[config.mk]
export PLATFORM = sky130hd
export DESIGN_NAME = dpmb_ctrl
export DESIGN_NICKNAME = d
export VERILOG_FILES = /design/src/shared/dpmb_pkg.sv /design/src/design/dpmb_ctrl.sv /design/src/design/dpmb_sync.sv
export SDC_FILE = /design/constraint.sdc
export NUM_CORES = 1
export LEC_CHECK = 0
export BUFFER_PORTS_ARGS = -buffer_cell sky130_fd_sc_hd__buf_2
export CAP_MARGIN = 40
export CORE_MARGIN = 3
export CORE_UTILIZATION = 35
export CTS_BUF_LIST = sky130_fd_sc_hd__clkbuf_2 sky130_fd_sc_hd__clkbuf_4 sky130_fd_sc_hd__clkbuf_8
export CTS_CLUSTER_DIAMETER = 40
export DETAILED_ROUTE_END_ITERATION = 12
export MAX_ROUTING_LAYER = met4
export PLACE_DENSITY = 0.68
export SYNTH_ARGS = -nofsm -noshare
export SYNTH_HDL_FRONTEND = slang
export SYNTH_SLANG_ARGS = --single-unit
export TNS_END_PERCENT = 30
[constraint.sdc]
create_clock -name clk -period 5.9 [get_ports clk]
set_clock_uncertainty 0.2 [all_clocks]
set_input_delay 1.18 -clock clk [delete_from_list [all_inputs] [get_ports clk]]
set_output_delay 1.18 -clock clk [all_outputs]
set_load 0.02 [all_outputs]
[src/shared/dpmb_pkg.sv]
// package for the dual-port mailbox and semaphore controller
package dpmb_pkg;
    localparam int ADDR_W        = 12;
    localparam int DATA_W        = 18;
    localparam int TOKEN_IDX_W   = 3;
    localparam int TOKEN_COUNT   = 8;
    localparam logic [11:0] MAILBOX_LEFT  = 12'hffe;
    localparam logic [11:0] MAILBOX_RIGHT = 12'hfff;
    // pin timing in ns and derived cycles at 50 MHz
    localparam int CLK_NS        = 20;
    localparam int SETUP_NS      = 20;
    localparam int SETUP_CYC     = (SETUP_NS + CLK_NS - 1) / CLK_NS;
    localparam int STROBE_NS     = 40;
    localparam int STROBE_CYC    = (STROBE_NS + CLK_NS - 1) / CLK_NS;
    localparam int HOLD_NS       = 20;
    localparam int HOLD_CYC      = (HOLD_NS + CLK_NS - 1) / CLK_NS;
    localparam int CNT_W         = 4;
    // software registers (byte addresses)
    localparam logic [3:0] REG_CTRL   = 4'h0;
    localparam logic [3:0] REG_ADDR   = 4'h4;
    localparam logic [3:0] REG_WDATA  = 4'h8;
    localparam logic [3:0] REG_RDATA  = 4'hc;
    localparam logic [3:0] REG_STATUS = 4'h0;
    localparam int BIT_GO        = 0;
    localparam int BIT_WRITE     = 1;
    localparam int BIT_TOKEN     = 2;
    localparam int BIT_STALL     = 3;
    localparam int BIT_SLAVE_ROLE = 4;
    localparam int BIT_INHIBIT   = 5;
    localparam int ST_BUSY       = 0;
    localparam int ST_CONFLICT   = 1;
    localparam int ST_IRQ        = 2;
    localparam int ST_SAW_CONF   = 3;

    typedef struct packed {
        logic              mem_sel_n;
        logic              token_space_select_n;
        logic              rw_n;
        logic              out_en_n;
        logic [ADDR_W-1:0] addr;
    } dpmb_ctl_t;

    typedef enum logic [2:0] {S_IDLE, S_SETUP, S_STROBE, S_HOLD, S_DONE} dpmb_state_t;
endpackage : dpmb_pkg

[src/design/dpmb_ctrl.sv]
// host controller driving one port of the dual-port memory
`timescale 1ns/1ns
module dpmb_ctrl
    import dpmb_pkg::*;
#(
    parameter logic [ADDR_W-1:0] OWN_MAILBOX = MAILBOX_LEFT,
    parameter int                CASCADE     = 1
) (
    // clock and reset
    input  wire logic                    clk,
    input  wire logic                    arst_n,
    // software port
    input  wire logic [3:0]              sw_addr,
    input  wire logic [31:0]             sw_wdata,
    input  wire logic                    sw_wr,
    input  wire logic                    sw_rd,
    output logic      [31:0]             sw_rdata,
    // device port pins
    output dpmb_ctl_t                    pin_ctl,
    output logic      [DATA_W-1:0]       pin_dq_o,
    output logic                         pin_dq_oe,
    input  wire logic [DATA_W-1:0]       pin_dq_i,
    input  wire logic [CASCADE-1:0]      conflict_in,
    output logic      [CASCADE-1:0]      conflict_o,
    output logic      [CASCADE-1:0]      conflict_oe,
    input  wire logic                    mailbox_irq_n,
    output logic                         irq_pending
);
    dpmb_state_t state;
    logic [CNT_W-1:0]       cnt;
    logic [ADDR_W-1:0]      req_addr;
    logic [DATA_W-1:0]      req_wdata;
    logic [DATA_W-1:0]      rdata;
    logic                   op_write;
    logic                   op_token;
    logic                   stall_en;
    logic                   slave_role;
    logic                   inhibit;
    logic                   saw_conflict;
    logic [CASCADE-1:0]     conf_sync;
    logic                   irq_sync;
    logic                   conflict_n;
    logic                   hit_ctrl;
    logic                   irq_armed;

    dpmb_sync #(.W(CASCADE + 1)) u_sync (
        .clk    (clk),
        .arst_n (arst_n),
        .din    ({conflict_in, mailbox_irq_n}),
        .dout   ({conf_sync, irq_sync})
    );

    function automatic logic [CNT_W-1:0] cyc(input int n);
        return CNT_W'(n);
    endfunction : cyc

    // cascaded devices: any low member means the array is busy
    // in slave role the pin carries our own inhibit drive, so it is no indication;
    // reading it back would stall forever while inhibiting
    assign conflict_n = slave_role || &conf_sync;
    // irq pin powers up unknown: reported only once own mailbox was read
    assign irq_pending = irq_armed && !irq_sync;

    // in slave role the host drives the inhibit input; high unless software inhibits
    assign conflict_oe = {CASCADE{slave_role}};
    assign conflict_o  = {CASCADE{~inhibit}};

    assign hit_ctrl = sw_wr && sw_addr == REG_CTRL;

    always_ff @(posedge clk or negedge arst_n) begin
        if (!arst_n) begin
            slave_role <= 1'b0;
            inhibit    <= 1'b0;
            stall_en   <= 1'b0;
        end else if (hit_ctrl) begin
            slave_role <= sw_wdata[BIT_SLAVE_ROLE];
            inhibit    <= sw_wdata[BIT_INHIBIT];
            stall_en   <= sw_wdata[BIT_STALL];
        end
    end

    always_ff @(posedge clk or negedge arst_n) begin
        if (!arst_n) begin
            req_addr  <= '0;
            req_wdata <= '0;
            op_write  <= 1'b0;
            op_token  <= 1'b0;
        end else if (state == S_IDLE) begin
            if (sw_wr && sw_addr == REG_ADDR)
                req_addr <= sw_wdata[ADDR_W-1:0];
            if (sw_wr && sw_addr == REG_WDATA)
                req_wdata <= sw_wdata[DATA_W-1:0];
            if (hit_ctrl && sw_wdata[BIT_GO]) begin
                op_write <= sw_wdata[BIT_WRITE];
                op_token <= sw_wdata[BIT_TOKEN];
            end
        end
    end

    // access sequencer: setup, strobe, hold
    always_ff @(posedge clk or negedge arst_n) begin
        if (!arst_n) begin
            state <= S_IDLE;
            cnt   <= '0;
        end else begin
            case (state)
                S_IDLE: begin
                    if (hit_ctrl && sw_wdata[BIT_GO]) begin
                        state <= S_SETUP;
                        cnt   <= cyc(SETUP_CYC);
                    end
                end
                S_SETUP: begin
                    if (cnt > cyc(1))
                        cnt <= cnt - cyc(1);
                    else begin
                        state <= S_STROBE;
                        cnt   <= cyc(STROBE_CYC);
                    end
                end
                S_STROBE: begin
                    // optional stall: hold the strobe until the other side is done
                    if (stall_en && !conflict_n && !op_token) begin
                        cnt <= cyc(STROBE_CYC);
                    end else if (cnt > cyc(1))
                        cnt <= cnt - cyc(1);
                    else begin
                        state <= S_HOLD;
                        cnt   <= cyc(HOLD_CYC);
                    end
                end
                S_HOLD: begin
                    if (cnt > cyc(1))
                        cnt <= cnt - cyc(1);
                    else
                        state <= S_DONE;
                end
                S_DONE:  state <= S_IDLE;
                default: state <= S_IDLE;
            endcase
        end
    end

    // pin drive: select and read output enable during setup/strobe/hold, write only in strobe
    always_comb begin
        pin_ctl.addr                 = req_addr;
        pin_ctl.mem_sel_n            = 1'b1;
        pin_ctl.token_space_select_n = 1'b1;
        pin_ctl.rw_n                 = 1'b1;
        pin_ctl.out_en_n             = 1'b1;
        if (state == S_SETUP || state == S_STROBE || state == S_HOLD) begin
            pin_ctl.mem_sel_n            = op_token;
            pin_ctl.token_space_select_n = ~op_token;
            pin_ctl.rw_n                 = !(op_write && state == S_STROBE);
            pin_ctl.out_en_n             = op_write;
        end
    end

    // token writes use bit zero only; the rest are kept low
    always_ff @(posedge clk or negedge arst_n) begin
        if (!arst_n) begin
            pin_dq_o  <= '0;
            pin_dq_oe <= 1'b0;
        end else begin
            pin_dq_oe <= op_write && (state == S_SETUP || state == S_STROBE);
            pin_dq_o  <= op_token ? {{(DATA_W-1){1'b0}}, req_wdata[0]} : req_wdata;
        end
    end

    // read data captured at end of strobe, whole word for token reads
    always_ff @(posedge clk or negedge arst_n) begin
        if (!arst_n)
            rdata <= '0;
        else if (state == S_STROBE && cnt == cyc(1) && !op_write)
            rdata <= pin_dq_i;
    end

    // a master conflict during a memory strobe is recorded; without stall a write is then dropped
    always_ff @(posedge clk or negedge arst_n) begin
        if (!arst_n)
            saw_conflict <= 1'b0;
        else if (state == S_SETUP && cnt == cyc(SETUP_CYC))
            saw_conflict <= 1'b0;
        else if (state == S_STROBE && !op_token && !conflict_n)
            saw_conflict <= 1'b1;
    end

    // a completed read of own mailbox is the clearing access
    always_ff @(posedge clk or negedge arst_n) begin
        if (!arst_n)
            irq_armed <= 1'b0;
        else if (state == S_DONE && !op_token && !op_write && req_addr == OWN_MAILBOX)
            irq_armed <= 1'b1;
    end

    always_ff @(posedge clk or negedge arst_n) begin
        if (!arst_n)
            sw_rdata <= '0;
        else if (sw_rd) begin
            case (sw_addr)
                REG_STATUS: sw_rdata <= {28'h0000000, saw_conflict, irq_pending,
                                         ~conflict_n, state != S_IDLE};
                REG_ADDR:   sw_rdata <= {20'h00000, req_addr};
                REG_WDATA:  sw_rdata <= {14'h0000, req_wdata};
                REG_RDATA:  sw_rdata <= {14'h0000, rdata};
                default:    sw_rdata <= 32'h00000000;
            endcase
        end else
            sw_rdata <= 32'h00000000;
    end

    property p_token_select;
        @(posedge clk) disable iff (!arst_n)
        (state != S_IDLE && state != S_DONE && op_token)
            |-> (pin_ctl.mem_sel_n && !pin_ctl.token_space_select_n);
    endproperty
    a_token_select: assert property (p_token_select)
        else $error("token access without proper selects");

    property p_token_bit;
        @(posedge clk) disable iff (!arst_n)
        (pin_dq_oe && op_token) |-> (pin_dq_o[DATA_W-1:1] == '0);
    endproperty
    a_token_bit: assert property (p_token_bit)
        else $error("token write drives upper data bits");

    property p_slave_drive;
        @(posedge clk) disable iff (!arst_n)
        hit_ctrl |=> (conflict_oe == {CASCADE{$past(sw_wdata[BIT_SLAVE_ROLE])}})
            && (conflict_o == {CASCADE{!$past(sw_wdata[BIT_INHIBIT])}});
    endproperty
    a_slave_drive: assert property (p_slave_drive)
        else $error("slave conflict input not driven");

    property p_stall;
        @(posedge clk) disable iff (!arst_n)
        (state == S_STROBE && stall_en && !conflict_n && !op_token) |=> state == S_STROBE;
    endproperty
    a_stall: assert property (p_stall)
        else $error("strobe ended during conflict stall");

    property p_sequence;
        @(posedge clk) disable iff (!arst_n)
        (state == S_IDLE && hit_ctrl && sw_wdata[BIT_GO]) |=> state == S_SETUP ##1
            (state == S_SETUP || state == S_STROBE);
    endproperty
    a_sequence: assert property (p_sequence)
        else $error("access did not start");

    property p_irq_arm;
        @(posedge clk) disable iff (!arst_n)
        (state == S_DONE && !op_token && !op_write && req_addr == OWN_MAILBOX)
            |=> irq_armed;
    endproperty
    a_irq_arm: assert property (p_irq_arm)
        else $error("own mailbox read did not arm irq");
endmodule : dpmb_ctrl

[src/design/dpmb_sync.sv]
// two-flip-flop synchroniser for pin inputs
`timescale 1ns/1ns
module dpmb_sync
    import dpmb_pkg::*;
#(
    parameter int W = 1
) (
    // clock and reset
    input  wire logic         clk,
    input  wire logic         arst_n,
    // signals
    input  wire logic [W-1:0] din,
    output logic      [W-1:0] dout
);
    logic [W-1:0] stage;

    // reset value high: conflict and irq pins idle high
    always_ff @(posedge clk or negedge arst_n) begin
        if (!arst_n) begin
            stage <= '1;
            dout  <= '1;
        end else begin
            stage <= din;
            dout  <= stage;
        end
    end
endmodule : dpmb_sync

==> impl_metrics.py <==
metrics = {
    "sta": {
        "rsz0062_at_grt": "no",
        "post-route-min-period_ps": 3040,
        "slew_headroom_pct": 42.4,
        "tns_ps": 0,
        "max_freq_ghz": 0.328,
        "drv_slew": 0,
        "setup_viol": 0,
        "finalHoldViolCount": 0,
        "fin_crit_sh_pct": 51.6,
        "fin_ws_ps": 2860,
        "worst_pin_slew_ps": 863,
    },
    "worst_setup_path": {
        "crit_family": "flip-flops",
        "cp.arrival_ps": 1660,
        "crit_cells": 3,
        "critical-path-max-stage-delay_ps": 610,
        "crit_buf_inv": 1,
        "worstSetupEndpointType": "output pin",
        "rrSetupSlack_ps": 3450,
        "r2r_start": "state[1]",
        "r2r_end": "req_addr[5]",
        "critPathKind": "reg -> out",
        "worstSetupStartpoint": "state[1]",
        "cp_cell_sequence": "nor2_1, or3_1, buf_2",
        "crit_slowest_cell": "dfrtp_1",
        "worstPathRequired_ps": 4520,
        "crit_fanout": 14,
        "critPathCapture": "pin_ctl[12]",
        "reg2reg_depth": 3,
        "start_kind": "flip-flop",
    },
    "clock_network": {
        "cts_sinks": 103,
        "ctsHoldBuffers": 0,
        "clk_root_buffer_cell": "clkbuf_8",
        "cts_max_level": 3,
        "cts_tree": "yes",
        "clk_pin_slew_ps": 90,
        "ctsResizeCount": 0,
        "cts_buffers": 9,
        "cts_setup_buffers": 0,
        "insertion_delay_ps": 350,
        "max-clock-path-buffers": 2,
    },
    "placed_design": {
        "routabilityCongestion": 0.788,
        "io_buffers": 101,
        "place_ws_ps": 2610,
        "dp_hpwl_um": 7160,
    },
    "yosys": {
        "synth-seq-cells": 103,
        "yosysTopAreaCell": "dfrtp_1",
        "synth-edff-count": 0,
        "syn_inst": 317,
        "ys_types": 48,
        "ys_seq_area_share_pct": 61.1,
        "ys_warn_count": 0,
        "synth-main-ff-cell": "dfrtp_1",
        "synth_area_leaders": "dfrtp_1, mux2_2, buf_4",
        "netlist_area_um2": 4230,
        "synthDominantCellAreaShare_pct": 58.6,
        "async_flop_share_pct": 100,
        "synth.avg_cell_area_um2": 13.3,
    },
    "floorplanning": {
        "initial_core_util_pct": 36.4,
        "die_w_um": 116,
        "fp.dieH_um": 116,
        "coreArea_um2": 11600,
        "die_area_um2": 13400,
        "pin_count": 130,
        "rows": 39,
    },
    "grt": {
        "grt_pass1_wl_um": 15700,
        "grt_start_max_net_pins": 47,
        "top_usage_layer": "met2",
        "grt_util_met2_pct": 25.7,
        "grt_pass1_vias": 2959,
        "antenna_found_initial": 0,
        "grt_use_total_pct": 15.8,
        "overflow": 0,
        "grt_use_met1_pct": 18.7,
        "grt.met3_usage_pct": 4.28,
    },
    "drt": {
        "dr.pass1.iters": 6,
        "detail_route.vias_per_cell": 5.10,
        "routed_wl_um": 10100,
        "antenna_left": 0,
        "drtIter0Drc": 237,
        "drc_errors": 0,
        "wl_per_cell_um": 17.8,
        "num_vias": 2891,
    },
    "min_path": {
        "hold_class": "reg -> reg",
    },
    "power_and_ir_drop": {
        "powerDensity_nw_per_um2": 485,
        "power_uw": 2470,
        "peakVddDrop_v": 0.000131,
        "p_leak_uw": 0.00250,
    },
    "run": {
        "drv_cap": 0,
    },
    "outcome": {
        "status": "finished clean",
    },
    "final_layout": {
        "layout_commonest_cell": "buf_2",
        "drive_above_1_share_pct": 44.1,
        "layout_common_cells": "buf_2, dfrtp_1, mux2_2",
        "nets": 482,
        "antenna-diode-count": 0,
        "area_delta_synth_final_pct": 20.4,
    },
}
==> Yosys cell counts, drive strengths merged (2+ instances only) <==
library cell,n
clkbuf,8
nand3,5
a2111oi,2
o31ai,2
a21oi,6
a221o,2
mux2,53
a22oi,11
nor3,3
nor4b,2
o22ai,2
dfrtp,99
xor2,2
inv,6
or4,2
nor2b,18
nor4,4
ha,2
a222oi,9
nand2,10
dfstp,4
or3,2
nor2,21
and3,3
nand2b,3
buf,20
o21ai,2
==> logic make-up after synthesis <==
| family | synth area share, % |
|---|---|
| and+or+nand+nor | 11.3 |
| muxes | 14.1 |
| DFF | 61.1 |
| AOI/OAI and AO/OA | 7.99 |
| buffers and inverters | 4.41 |
| xor gates and xnor gates | 0.414 |
| adders and majority gates | 0.592 |
| other | 0.0887 |
==> routing by layer <==
metal	share of wire, %	up-vias	routed length [µm]
met4	1.9	0	190
li1	-	1319	-
met5	0	-	0
met1	41	1461	4140
met2	50	93	5040
met3	7.2	18	732
==> worst min-delay path by stage <==
stage | to | depth (start not counted) | start | slack, ps
finish | u_sync.dout[1] | 0 | u_sync.stage[1] | 160
global route | u_sync.dout[1] | 0 | u_sync.stage[1] | 170
CTS | u_sync.dout[1] | 0 | u_sync.stage[1] | 160
detailed placement | u_sync.dout[1] | 0 | u_sync.stage[1] | 150
global placement | u_sync.dout[0] | 0 | u_sync.stage[0] | 150
floorplan | u_sync.dout[0] | 0 | u_sync.stage[0] | 150
==> flip-flops by register name (all words and copies together) (netlist names) <==
name,cells
irq_armed,1
conflict_oe,1
sw_rdata,18
req_addr,12
stall_en,1
pin_dq_oe,1
op_write,1
pin_dq_o,18
state,3
rdata,18
saw_conflict,1
cnt,4
inhibit,1
req_wdata,18
u_sync.stage,2
op_token,1
u_sync.dout,2
==> power breakdown <==
| part | leakage [µW] | switching (µW) | internal (µW) |
|---|---|---|---|
| clock | 0.000110 | 223 | 258 |
| combinational | 0.00108 | 441 | 372 |
| sequential | 0.00131 | 201 | 972 |
| total | 0.00250 | 866 | 1600 |
==> metrics by stage <==
step | instances | hold WS, ps | instance area (µm²) | util, %
floorplan | 330 | 145 | 4280 | -
global placement | 549 | 148 | 4820 | 41.5
detailed placement | 552 | 147 | 4870 | 42.0
CTS | 567 | 161 | 5090 | 43.8
global route | 567 | 167 | 5090 | 43.8
finish | 567 | 161 | 5090 | 43.8
==> layout make-up <==
| cell class | instances | area, µm² |
|---|---|---|
| inverters | 6 | 22.5 |
| well taps | 143 | 179 |
| multi-input cells | 193 | 1510 |
| clock inverters | 3 | 67.6 |
| fillers | 1125 | 6520 |
| flip-flops and latches | 103 | 2580 |
| repair buffers | 107 | 581 |
| clock buffers | 12 | 153 |
(Power assumes the default switching activity.)
